===== config.mk =====
export PLATFORM = sky130hd
export DESIGN_NAME = rsdp_port
export DESIGN_NICKNAME = d
export VERILOG_FILES = /design/src/shared/rsdp_pkg.sv /design/src/rtl/rsdp_port.sv
export VERILOG_INCLUDE_DIRS = /design/src /design/src/shared
export SDC_FILE = /design/constraint.sdc
export NUM_CORES = 1
export LEC_CHECK = 0
export ABC_AREA = 1
export BUFFER_PORTS_ARGS = -buffer_cell sky130_fd_sc_hd__buf_2
export CAP_MARGIN = 0
export CELL_PAD_IN_SITES_DETAIL_PLACEMENT = 0
export CELL_PAD_IN_SITES_GLOBAL_PLACEMENT = 1
export CORE_ASPECT_RATIO = 1.5
export CORE_MARGIN = 2
export CORE_UTILIZATION = 36
export CTS_BUF_LIST = sky130_fd_sc_hd__clkbuf_4 sky130_fd_sc_hd__clkbuf_8
export DETAILED_ROUTE_END_ITERATION = 12
export PLACE_DENSITY_LB_ADDON = 0.1
export SYNTH_ARGS = -nofsm -noshare
export SYNTH_HDL_FRONTEND = slang
export SYNTH_SLANG_ARGS = --single-unit
export TNS_END_PERCENT = 30

===== constraint.sdc =====
create_clock -name pclk -period 2.2 [get_ports pclk]
set_input_delay 0 -clock pclk [delete_from_list [all_inputs] [get_ports pclk]]
set_output_delay 0 -clock pclk [all_outputs]
set_load 0.02 [all_outputs]

===== src/shared/rsdp_defs.svh =====
// constants of the raw serial data port: offsets, fields, resets, timing
// assumes inclusion by the design file and by the bench
`ifndef RSDP_DEFS_SVH
`define RSDP_DEFS_SVH

// register indices as printed; byte address is four times the index
`define RSDP_DPC_IDX       12'h126
`define RSDP_PFS_IDX       12'h3fa
`define RSDP_DPC_ADDR      12'h498
`define RSDP_PFS_ADDR      12'hfe8
`define RSDP_CTRL_ADDR     12'h000
`define RSDP_STAT_ADDR     12'h004

// data_path_control fields and values
`define RSDP_MODE_LSB      0
`define RSDP_MODE_PKT      2'h0
`define RSDP_MODE_PRE      2'h1
`define RSDP_MODE_SYNC     2'h2
`define RSDP_DPC_RESET     8'h00
`define RSDP_PFS_RESET     8'ha0

// control register fields
`define RSDP_CMD_LSB       0
`define RSDP_GAUSS_BIT     2
`define RSDP_CMD_TX        2'h1
`define RSDP_CMD_RX        2'h2
`define RSDP_CMD_ON        2'h3

// status register fields
`define RSDP_ST_LSB        0
`define RSDP_DONE_BIT      3
`define RSDP_PRE_BIT       4
`define RSDP_SYNC_BIT      5

// first interrupt group: events kept in raw mode
`define RSDP_SRC0_PRE      0
`define RSDP_SRC0_SYNC     1

// bit timing
`define RSDP_CLK_NS        5
`define RSDP_BIT_NS        125
`define RSDP_BIT_CYC       (`RSDP_BIT_NS / `RSDP_CLK_NS)
`define RSDP_HALF_CYC      (`RSDP_BIT_CYC / 2)

`endif


===== src/shared/rsdp_pkg.sv =====
// types of the raw serial data port
// assumes the constants header sits beside it
package rsdp_pkg;
   typedef enum logic [2:0]
   {
      ST_IDLE = 3'b001,
      ST_TX   = 3'b010,
      ST_RX   = 3'b100
   } rsdp_state_t;

   typedef logic [7:0]  rsdp_byte_t;
   typedef logic [11:0] rsdp_addr_t;
   typedef logic [31:0] rsdp_word_t;
endpackage


===== src/rtl/rsdp_port.sv =====
// raw serial data port: apb registers, bit clock, tx and rx serial paths
// assumes pclk at 200 MHz, demodulator and event inputs on pclk,
// transmit and auxiliary pins asynchronous to pclk
//
// Overview of operation
// field 0: packet engine, port idle
// field 1: event pin on preamble
// field 2: event pin on sync word
// in transmit, modulator takes only pin bits
// transmit drives bit clock, samples data
// host aligns transmit bits to bit clock
// transmit continues until host exit command
// arrival shown in state field, done flag
// receive outputs recovered bits and clock
// enabled event stays active through receive
// strobe is one bit high per byte
// sync strobe marks each byte's first bit
// irq pin: group two full, group one reduced
// latency zero plain, two bits gaussian
// host holds transmit two bits after gaussian
// a0/a3/a6: data always, event pin unused
// other codes: data after preamble detect
// event pin interrupt or strobe by code
// auxiliary pin unused, crystal, or host clock
// host frames start with settling preamble
// sync detection optional, gives byte alignment
// host preamble is repeated 0x55 bytes; host model sends a single 0x55 byte, then 0xc3
// data changes falling, stable at rising
`timescale 1ns/10ps
`include "rsdp_defs.svh"

module rsdp_port
(
   input  wire logic            pclk,          // system clock
   input  wire logic            presetn,       // async reset, low
   input  wire logic            psel,          // apb select
   input  wire logic            penable,       // apb access phase
   input  wire logic            pwrite,        // apb direction
   input  wire rsdp_pkg::rsdp_addr_t paddr,    // apb byte address
   input  wire rsdp_pkg::rsdp_word_t pwdata,   // apb write data
   output logic                 pready,        // apb ready
   output rsdp_pkg::rsdp_word_t prdata,        // apb read data
   output logic                 pslverr,       // apb error
   input  wire logic            demod_bit,     // recovered bit
   input  wire logic            preamble_det,  // preamble pulse
   input  wire logic            sync_det,      // sync word pulse
   input  wire rsdp_pkg::rsdp_byte_t irq_src0, // first group
   input  wire rsdp_pkg::rsdp_byte_t irq_src1, // second group
   input  wire logic            transmit_data_pin,   // host tx bit
   output logic                 receive_data_pin,    // rx bit
   output logic                 shared_serial_clock_pin, // bit clk
   output logic                 receive_event_pin,   // irq/strobe
   output logic                 general_interrupt_pin, // irq
   input  wire logic            aux_in,        // auxiliary pin in
   output logic                 aux_out,       // auxiliary pin out
   output logic                 aux_oe_n,      // aux enable, low
   output logic                 xtal_en,       // crystal on aux
   output logic                 mod_bit,       // to modulator
   output logic                 pkt_mode       // packet engine on
);
   import rsdp_pkg::*;

   // code decoders, shared by logic and checks
   function automatic logic code_valid(input rsdp_byte_t c);
      code_valid = (c >= 8'ha0) && (c <= 8'ha8);
   endfunction

   function automatic logic code_intr(input rsdp_byte_t c);
      code_intr = (c == 8'ha1) || (c == 8'ha4) || (c == 8'ha7);
   endfunction

   function automatic logic code_strobe(input rsdp_byte_t c);
      code_strobe = (c == 8'ha2) || (c == 8'ha5) || (c == 8'ha8);
   endfunction

   function automatic logic code_always(input rsdp_byte_t c);
      code_always = (c == 8'ha0) || (c == 8'ha3) || (c == 8'ha6);
   endfunction

   localparam logic [4:0] BIT_LAST = 5'(`RSDP_BIT_CYC - 1);
   localparam logic [4:0] HALF     = 5'(`RSDP_HALF_CYC);

   rsdp_byte_t  dpc_q;
   rsdp_byte_t  pfs_q;
   logic        gauss_q;
   logic        done_q;
   rsdp_state_t state_q;
   logic        ready_q;
   rsdp_word_t  rdata_q;
   logic        err_q;
   logic        tx_meta_q;
   logic        tx_sync_q;
   logic [4:0]  cnt_q;
   logic        sclk_q;
   logic [1:0]  hist_q;
   logic        mod_q;
   logic        rxd_q;
   logic        pre_seen_q;
   logic        sync_seen_q;
   logic        armed_q;
   logic [2:0]  byte_cnt_q;
   logic        evt_q;
   logic        irq_q;
   logic        aux_clk_q;
   logic        aux_oe_n_q;
   logic        xtal_q;
   logic        pkt_q;

   logic [1:0]  mode;
   logic        raw;
   logic        active;
   logic        rise_evt;
   logic        fall_evt;
   logic        wr_en;
   logic        acc;
   logic [1:0]  cmd;
   logic        arm_evt;

   assign mode     = dpc_q[`RSDP_MODE_LSB +: 2];
   assign raw      = (mode == `RSDP_MODE_PRE) || (mode == `RSDP_MODE_SYNC);
   assign active   = raw && (state_q != ST_IDLE);
   assign rise_evt = active && (cnt_q == HALF - 5'h01);
   assign fall_evt = active && (cnt_q == BIT_LAST);
   assign acc      = psel && penable;
   assign wr_en    = acc && pwrite && ready_q;
   assign cmd      = (wr_en && paddr == `RSDP_CTRL_ADDR)
                     ? pwdata[`RSDP_CMD_LSB +: 2] : 2'h0;
   // preamble or sync word arms the event pin, as the field selects
   assign arm_evt  = (mode == `RSDP_MODE_PRE) ? preamble_det
                     : (mode == `RSDP_MODE_SYNC) ? sync_det : 1'b0;

   // apb answer: ready one cycle into the access phase, data registered
   always_ff @(posedge pclk or negedge presetn)
   begin
      if (!presetn)
      begin
         ready_q <= 1'b0;
         rdata_q <= 32'h0000_0000;
         err_q   <= 1'b0;
      end
      else
      begin
         ready_q <= acc && !ready_q;
         err_q   <= acc && !ready_q &&
                    !(paddr == `RSDP_DPC_ADDR || paddr == `RSDP_PFS_ADDR ||
                      paddr == `RSDP_CTRL_ADDR || paddr == `RSDP_STAT_ADDR);
         case (paddr)
            `RSDP_DPC_ADDR:  rdata_q <= {24'h00_0000, dpc_q};
            `RSDP_PFS_ADDR:  rdata_q <= {24'h00_0000, pfs_q};
            `RSDP_CTRL_ADDR: rdata_q <= {29'h0, gauss_q, 2'h0};
            `RSDP_STAT_ADDR: rdata_q <= {26'h0, sync_seen_q, pre_seen_q,
                                         done_q, state_q};
            default:         rdata_q <= 32'h0000_0000;
         endcase
      end
   end

   // software-written configuration
   always_ff @(posedge pclk or negedge presetn)
   begin
      if (!presetn)
      begin
         dpc_q   <= `RSDP_DPC_RESET;
         pfs_q   <= `RSDP_PFS_RESET;
         gauss_q <= 1'b0;
      end
      else if (wr_en)
      begin
         if (paddr == `RSDP_DPC_ADDR)
            dpc_q <= pwdata[7:0];
         if (paddr == `RSDP_PFS_ADDR)
            pfs_q <= pwdata[7:0];
         if (paddr == `RSDP_CTRL_ADDR)
            gauss_q <= pwdata[`RSDP_GAUSS_BIT];
      end
   end

   // radio state: only a command leaves transmit
   always_ff @(posedge pclk or negedge presetn)
   begin
      if (!presetn)
         state_q <= ST_IDLE;
      else
      begin
         case (cmd)
            `RSDP_CMD_TX: state_q <= ST_TX;
            `RSDP_CMD_RX: state_q <= ST_RX;
            `RSDP_CMD_ON: state_q <= ST_IDLE;
            default:      state_q <= state_q;
         endcase
      end
   end

   // command done: set on arrival, write one clears, set wins
   always_ff @(posedge pclk or negedge presetn)
   begin
      if (!presetn)
         done_q <= 1'b0;
      else if (cmd != 2'h0)
         done_q <= 1'b1;
      else if (wr_en && paddr == `RSDP_STAT_ADDR && pwdata[`RSDP_DONE_BIT])
         done_q <= 1'b0;
   end

   // transmit pin is asynchronous: two flops before use
   always_ff @(posedge pclk or negedge presetn)
   begin
      if (!presetn)
      begin
         tx_meta_q <= 1'b0;
         tx_sync_q <= 1'b0;
      end
      else
      begin
         tx_meta_q <= transmit_data_pin;
         tx_sync_q <= tx_meta_q;
      end
   end

   // bit clock: low first half, high second half, still when idle
   always_ff @(posedge pclk or negedge presetn)
   begin
      if (!presetn)
      begin
         cnt_q  <= 5'h00;
         sclk_q <= 1'b0;
      end
      else if (!active)
      begin
         cnt_q  <= 5'h00;
         sclk_q <= 1'b0;
      end
      else
      begin
         cnt_q  <= (cnt_q == BIT_LAST) ? 5'h00 : cnt_q + 5'h01;
         sclk_q <= (cnt_q != BIT_LAST) && (cnt_q >= HALF - 5'h01);
      end
   end

   // transmit: sample at rising edge, no framing, optional two-bit delay
   always_ff @(posedge pclk or negedge presetn)
   begin
      if (!presetn)
      begin
         hist_q <= 2'h0;
         mod_q  <= 1'b0;
      end
      else if (rise_evt && state_q == ST_TX)
      begin
         hist_q <= {hist_q[0], tx_sync_q};
         mod_q  <= gauss_q ? hist_q[1] : tx_sync_q;
      end
   end

   // receive detection flags, cleared on leaving receive
   always_ff @(posedge pclk or negedge presetn)
   begin
      if (!presetn)
      begin
         pre_seen_q  <= 1'b0;
         sync_seen_q <= 1'b0;
      end
      else if (!(active && state_q == ST_RX))
      begin
         pre_seen_q  <= 1'b0;
         sync_seen_q <= 1'b0;
      end
      else
      begin
         pre_seen_q  <= pre_seen_q || preamble_det;
         sync_seen_q <= sync_seen_q || sync_det;
      end
   end

   // receive data changes on the falling edge, host samples rising
   always_ff @(posedge pclk or negedge presetn)
   begin
      if (!presetn)
         rxd_q <= 1'b0;
      else if (!(active && state_q == ST_RX))
         rxd_q <= 1'b0;
      else if (fall_evt)
         rxd_q <= (code_always(pfs_q) || pre_seen_q) && demod_bit;
   end

   // event pin: level interrupt, or byte strobe aligned to detection
   always_ff @(posedge pclk or negedge presetn)
   begin
      if (!presetn)
      begin
         armed_q    <= 1'b0;
         byte_cnt_q <= 3'h0;
         evt_q      <= 1'b0;
      end
      else if (!(active && state_q == ST_RX))
      begin
         armed_q    <= 1'b0;
         byte_cnt_q <= 3'h0;
         evt_q      <= 1'b0;
      end
      else
      begin
         if (arm_evt)
         begin
            armed_q    <= 1'b1;
            byte_cnt_q <= 3'h0;
         end
         else if (fall_evt && armed_q)
            byte_cnt_q <= byte_cnt_q + 3'h1;
         if (code_intr(pfs_q))
            evt_q <= armed_q;
         else if (code_strobe(pfs_q) && fall_evt)
            evt_q <= armed_q && !arm_evt &&
                     (byte_cnt_q == 3'h0);
         else if (!code_strobe(pfs_q))
            evt_q <= 1'b0;
      end
   end

   // general interrupt: raw mode trims the first group
   always_ff @(posedge pclk or negedge presetn)
   begin
      if (!presetn)
         irq_q <= 1'b0;
      else if (raw)
         irq_q <= (|irq_src1) || irq_src0[`RSDP_SRC0_PRE] ||
                  irq_src0[`RSDP_SRC0_SYNC];
      else
         irq_q <= (|irq_src1) || (|irq_src0);
   end

   // auxiliary pin role and packet engine select
   always_ff @(posedge pclk or negedge presetn)
   begin
      if (!presetn)
      begin
         aux_clk_q  <= 1'b0;
         aux_oe_n_q <= 1'b1;
         xtal_q     <= 1'b0;
         pkt_q      <= 1'b1;
      end
      else
      begin
         // host clock divided by two; crystal input needs no drive
         aux_clk_q  <= raw && pfs_q >= 8'ha6 && code_valid(pfs_q) &&
                       !aux_clk_q;
         aux_oe_n_q <= !(raw && pfs_q >= 8'ha6 && code_valid(pfs_q));
         xtal_q     <= raw && pfs_q >= 8'ha3 && pfs_q <= 8'ha5;
         pkt_q      <= !raw;
      end
   end

   assign pready                  = ready_q;
   assign prdata                  = rdata_q;
   assign pslverr                 = err_q;
   assign receive_data_pin        = rxd_q;
   assign shared_serial_clock_pin = sclk_q;
   assign receive_event_pin       = evt_q;
   assign general_interrupt_pin   = irq_q;
   assign aux_out                 = aux_clk_q;
   assign aux_oe_n                = aux_oe_n_q;
   assign xtal_en                 = xtal_q;
   assign mod_bit                 = mod_q;
   assign pkt_mode                = pkt_q;
endmodule


==> results of run 1 <==
-- flip-flops by register name (all words and copies together), names as in the netlist, 2 cells and up --
register and cells:
byte_cnt_q 3, cnt_q 5, dpc_q 8, hist_q 2, pfs_q 8, prdata 8, state_q 3
-- cells by family after synthesis --
kind of cell / after synthesis / synth area share
other: 1 / 0.00123
buffers and inverters: 81 / 0.135
flip-flops: 55 / 0.454
AO/OA/AOI/OAI: 39 / 0.0843
AND/OR/NAND/NOR: 190 / 0.295
adder cells (fa/ha/maj): 6 / 0.0247
XOR/XNOR: 2 / 0.00576
-- metrics by stage --
stage | cells | total power (uW) | utilization | hold WS, ns
after detailed placement | 546 | 1190 | 0.411 | 0.117
after floorplan | 397 | 1140 | - | -0.296
final | 571 | 1800 | 0.444 | 0.0509
after CTS | 571 | 1830 | 0.444 | 0.0399
after global placement | 546 | 1190 | 0.411 | 0.108
after global routing | 571 | 1910 | 0.444 | 0.0579
-- power by group through the flow --
stage / Sequential [uW] / Clock (uW) / Combinational (uW)
after floorplan: 1040 / 0 / 102
after global placement: 1040 / 0 / 152
after detailed placement: 1040 / 0 / 153
after CTS: 1020 / 641 / 175
after global routing: 1020 / 696 / 193
final: 1020 / 616 / 171
-- final cells by class --
type,instances,share of cell area
flip-flops and latches,55,0.375
clock buffers,6,0.0224
inverters,54,0.0550
multi-input cells,261,0.363
well taps,107,0.0363
clock inverters,2,0.00441
repair buffers,86,0.144
-- layer usage --
layer,vias to the layer above,share of wire
met5,-,0
met4,0,0.022
li1,1333,-
met3,9,0.030
met2,48,0.51
met1,1197,0.44
-- tightest hold or removal path, stage by stage --
cell and delay [ns]:
buf_2 0.10, nor3b_1 0.12, nand2_1 0.07, nand2_1 0.05
-- layout by cell type (no fill, tap or decap), types with 2 or more instances in the layout --
| cell | instances |
|---|---|
| buf_4 | 6 |
| nor3_4 | 2 |
| nand2_1 | 84 |
| buf_2 | 63 |
| nor2_1 | 41 |
| nand4_1 | 19 |
| dfstp_2 | 5 |
| nand3_4 | 2 |
| nor2_4 | 2 |
| o21ai_2 | 10 |
| xor2_1 | 2 |
| nand3_1 | 26 |
| clkbuf_8 | 6 |
| nor3_1 | 6 |
| inv_1 | 53 |
| conb_1 | 24 |
| ha_1 | 6 |
| o31ai_1 | 2 |
| dfrtp_1 | 50 |
| o211ai_1 | 6 |
| a21oi_1 | 4 |
| nor4_1 | 2 |
| dlygate4sd3_1 | 17 |
| o21ai_0 | 15 |
| nand2_2 | 2 |
-- cell usage after synthesis, drive strengths merged --
master / n / share of area
a21boi: 1 / 0.0025
a21oi: 4 / 0.0066
a31oi: 1 / 0.0021
buf: 27 / 0.068
conb: 1 / 0.0012
dfrtp: 50 / 0.41
dfstp: 5 / 0.043
ha: 6 / 0.025
inv: 54 / 0.067
nand2: 86 / 0.11
nand3: 29 / 0.058
nand3b: 1 / 0.0025
nand4: 19 / 0.039
nor2: 43 / 0.058
nor3: 9 / 0.024
nor3b: 1 / 0.0025
nor4: 2 / 0.0041
o211ai: 6 / 0.015
o21ai: 25 / 0.053
o31ai: 2 / 0.0049
xor2: 2 / 0.0058
-- worst paths after layout --
kind	slack, ns	cells past startpoint	endpoint	from
worst min register to register	0.37	0	tx_sync_q	tx_meta_q
min in group asynchronous	0.34	3	shared_serial_clock_pin	presetn
worst max register to register	0.30	7	byte_cnt_q[1]	dpc_q[0]
worst max-delay path	0.30	7	byte_cnt_q[1]	dpc_q[0]
worst min-delay path	0.05	4	receive_data_pin	demod_bit
max in group asynchronous	1.39	3	prdata[6]	presetn
-- repair_timing --
| action | in CTS | in global routing |
|---|---|---|
| setup endpoints to repair | 0 | 0 |
| hold buffers | 17 | 0 |
| hold endpoints to repair | 73 | 0 |
==> impl_metrics.env, run 1 <==
export IMPL_status="complete, no violations"
export IMPL_ir_worst_vdd_v=0.000275
export IMPL_rows=41
export IMPL_synth_ff_latch_count=55
export IMPL_setup_slack_ns=0.298
export IMPL_p_sw_frac=0.261
export IMPL_worst_pin_slew_ns=0.710
export IMPL_critPathTopFamily="simple AND/OR/NAND/NOR gates"
export IMPL_start_util=0.366
export IMPL_insertedDiodeCount=0
export IMPL_vias_per_cell=4.53
export IMPL_slew_viol_final=0
export IMPL_crit_chain="inv_1 > ha_1 > inv_1 > nand4_1 > nor2_1 > o21ai_0 > o21ai_0"
export IMPL_grt_use_met1=0.199
export IMPL_path_max_fanout=7
export IMPL_power_per_cell_area_nw_per_um2=489
export IMPL_grt_max_degree=56
export IMPL_cts_num_sinks=55
export IMPL_wire_per_inst_um=12.1
export IMPL_cp_slowest_cell="dfrtp_1"
export IMPL_clkPwrFrac=0.342
export IMPL_numCtsBuffers=5
export IMPL_place_gp_congestion=0.793
export IMPL_drive_gt1_frac=0.222
export IMPL_dieArea_sq_um=9220
export IMPL_cts_tree="done"
export IMPL_hold_path_class="input pin to flip-flop"
export IMPL_cts_root_buf="clkbuf_8"
export IMPL_final_min_clock_period_ns=1.90
export IMPL_rsz0062_at_grt="no"
export IMPL_place_area_sq_um=3420
export IMPL_drt_first_pass_iters=4
export IMPL_cellInternalPower_uw=1330
export IMPL_grt_pass1_wl_um=11500
export IMPL_yosysWarningCount=0
export IMPL_ios=113
export IMPL_hold_viol_final=0
export IMPL_use_met2=0.285
export IMPL_crit_path_start_kind="flip-flop"
export IMPL_finalNetCount=539
export IMPL_fmax_mhz=526
export IMPL_slew_headroom=0.527
export IMPL_dieWidth_um=79.1
export IMPL_multi_input_area_sq_um=1340
export IMPL_clk_pin_slew_worst_paths_ns=0.10
export IMPL_use_met3=0.0263
export IMPL_worstSetupPathType="flip-flop to flip-flop"
export IMPL_grt_busiest_layer="met2"
export IMPL_clock_path_buffers=2
export IMPL_seq_area_sq_um=1380
export IMPL_pwr_share_seq=0.564
export IMPL_final_cell_area_sq_um=3690
export IMPL_drtAntennaViolNets=0
export IMPL_htreeDepth=2
export IMPL_fin_worst_skew_ns=0.00553
export IMPL_place_ws_ns=0.269
export IMPL_syn_instance_count=374
export IMPL_p_sw_uw=470
export IMPL_maxCapViolations=0
export IMPL_setup_viol=0
export IMPL_fp_dieH_um=117
export IMPL_syn_area_per_cell_sq_um=8.14
export IMPL_dr_first_iter_drc_count=107
export IMPL_grt_use_total=0.162
export IMPL_grt_pass1_vias=2440
export IMPL_worstPathRequired_ns=2.44
export IMPL_grt_overflow=0
export IMPL_clock_latency_ns=0.32
export IMPL_fin_crit_sh=0.864
export IMPL_synth_cell_types=31
export IMPL_power_leakage_uw=0.00187
export IMPL_end_kind="flip-flop"
export IMPL_finalSetupTns_ns=0
export IMPL_slowest_delay_ns=0.41
export IMPL_path_buf_inv=2
export IMPL_postCtsSetupBuffers=0
export IMPL_routed_wl_um=6900
export IMPL_portBuffers=63
export IMPL_core_region_area_sq_um=8310
export IMPL_drc=0
export IMPL_synthToLayoutAreaGrowth_pct=21.1
export IMPL_yosysSeqAreaShare=0.454
export IMPL_syn_area_sq_um=3040
export IMPL_arrival_ns=2.15
export IMPL_grt_antenna_before_repair=0
export IMPL_combPwrFrac=0.095
export IMPL_dp_hpwl_um=5320
export IMPL_cts_resized_gates=0
export IMPL_nFillCells=905
export IMPL_vias=2587
Note: power is estimated with default switching activity, not from simulation.
==> run 2: changes to the inputs <==
==> constraint.sdc (replaced) <==
create_clock -name pclk -period 2.2 [get_ports pclk]
set_input_delay 0.44 -clock pclk [delete_from_list [all_inputs] [get_ports pclk]]
set_output_delay 0.44 -clock pclk [all_outputs]
set_load 0.02 [all_outputs]
==> run 2 against run 1 <==
Compared with the run above: clock skew increased by 0.012 ns; cell count decreased by 2.8%; register-to-register slack improved by 0.02 ns; hold slack got worse by 0.019 ns; critical endpoint unchanged; largest cell class unchanged; largest power group unchanged.
==> impl_metrics.env, run 2 (synthesis gave the netlist of run 1 again) <==
export IMPL_cts_root_buf="clkbuf_8"
export IMPL_grt_max_degree=40
export IMPL_ios=113
export IMPL_grt_use_total=0.159
export IMPL_drc=0
export IMPL_routed_wl_um=6780
export IMPL_grt_pass1_vias=2339
export IMPL_setup_slack_ns=0.317
export IMPL_grt_pass1_wl_um=11200
export IMPL_numCtsBuffers=5
export IMPL_cellInternalPower_uw=1410
export IMPL_clock_latency_ns=0.32
export IMPL_postCtsSetupBuffers=0
export IMPL_crit_path_start_kind="flip-flop"
export IMPL_fin_worst_skew_ns=0.0180
export IMPL_ir_worst_vdd_v=0.000247
export IMPL_final_min_clock_period_ns=1.88
export IMPL_path_max_fanout=7
export IMPL_clock_path_buffers=2
export IMPL_rows=41
export IMPL_portBuffers=63
export IMPL_power_leakage_uw=0.00182
export IMPL_start_util=0.366
export IMPL_status="complete, no violations"
export IMPL_vias=2524
export IMPL_cts_tree="done"
export IMPL_cts_num_sinks=55
export IMPL_fp_dieH_um=117
export IMPL_hold_path_class="input pin to asynchronous set/reset pin"
export IMPL_rsz0062_at_grt="no"
export IMPL_slew_viol_final=0
export IMPL_cts_hold_buf=0
export IMPL_clk_pin_slew_worst_paths_ns=0.11
export IMPL_fmax_mhz=531
export IMPL_dp_hpwl_um=5370
export IMPL_htreeDepth=2
export IMPL_worstPathRequired_ns=2.43
export IMPL_dieWidth_um=79.1
export IMPL_combPwrFrac=0.082
export IMPL_drt_first_pass_iters=4
export IMPL_vias_per_cell=4.55
export IMPL_setup_viol=0
export IMPL_end_kind="flip-flop"
export IMPL_p_sw_uw=450
export IMPL_finalSetupTns_ns=0
export IMPL_dr_first_iter_drc_count=129
export IMPL_grt_overflow=0
export IMPL_grt_antenna_before_repair=0
export IMPL_place_ws_ns=0.280
export IMPL_core_region_area_sq_um=8310
export IMPL_p_sw_frac=0.242
export IMPL_dieArea_sq_um=9220
export IMPL_hold_viol_final=0
export IMPL_place_gp_congestion=0.773
export IMPL_finalNetCount=523
export IMPL_cts_resized_gates=0
export IMPL_insertedDiodeCount=0
export IMPL_synthToLayoutAreaGrowth_pct=16.6
export IMPL_maxCapViolations=0
export IMPL_power_per_cell_area_nw_per_um2=524
export IMPL_mostFrequentLayoutCells="nand2_1, buf_2, inv_1, dfrtp_1, nor2_1"
export IMPL_clkPwrFrac=0.372
export IMPL_drtAntennaViolNets=0
export IMPL_arrival_ns=2.11
export IMPL_fin_crit_sh=0.856
export IMPL_wire_per_inst_um=12.2
export IMPL_worstSetupPathType="flip-flop to flip-flop"
export IMPL_pwr_share_seq=0.546
export IMPL_hold_slack_ns=0.0317
export IMPL_mostFrequentLayoutCell="nand2_1"
export IMPL_drive_gt1_frac=0.232
-- run 2: cell types whose count changed in the layout (fill, tap and decap cells not counted), sizes merged --
cell and delta:
dlygate4sd3 -17, clkinv -1, buf +1, bufinv +1
-- run 2: worst max-delay path: stages (launching register included) --
cell and delay [ns]:
dfrtp_1 0.42, inv_1 0.06, ha_1 0.34, inv_1 0.21
nand4_1 0.18, nor2_1 0.24, o21ai_0 0.16, o21ai_0 0.18
-- run 2: metal layers --
layer / wire [um] / vias up / GRT usage
met5: 0 / - / 0
met4: 116 / 0 / 0.0586
met3: 226 / 7 / 0.0263
met2: 3570 / 50 / 0.290
met1: 2870 / 1160 / 0.186
li1: - / 1307 / -
-- run 2: through the flow --
step | std cells | util | instance area (sq um) | power (uW)
after floorplan | 397 | - | 3130 | 1140
after global placement | 547 | 0.414 | 3440 | 1190
after detailed placement | 547 | 0.414 | 3440 | 1190
after CTS | 555 | 0.427 | 3550 | 1890
after global routing | 555 | 0.427 | 3550 | 1950
final | 555 | 0.427 | 3550 | 1860
-- run 2: final timing paths --
check / startpoint / endpoint / slack (ns) / cells after the start
setup / recovery: dpc_q[0] / byte_cnt_q[1] / 0.32 / 7
hold / removal: presetn / mod_bit / 0.03 / 1
setup reg to reg: dpc_q[0] / byte_cnt_q[1] / 0.32 / 7
hold reg to reg: tx_meta_q / tx_sync_q / 0.37 / 0
max in group asynchronous: presetn / pkt_mode / 1.53 / 2
min in group pclk: transmit_data_pin / tx_meta_q / 0.21 / 1
-- run 2: cell type report --
cell class,instances,area [sq um]
Clock buffer,6,76.3
Clock inverter,2,37.5
Fill cell,917,4760
Inverter,54,203
Multi-Input combinational cell,261,1340
Sequential cell,55,1380
Tap cell,107,134
Timing Repair Buffer,70,380
-- run 2: power groups by stage --
stage	clock (uW)	combinational, uW	sequential [uW]
6_report	693	152	1020
5_1_grt	760	171	1020
4_1_cts	721	155	1020
3_5_place_dp	0	155	1040
3_3_place_gp	0	154	1040
2_1_floorplan	0	102	1040
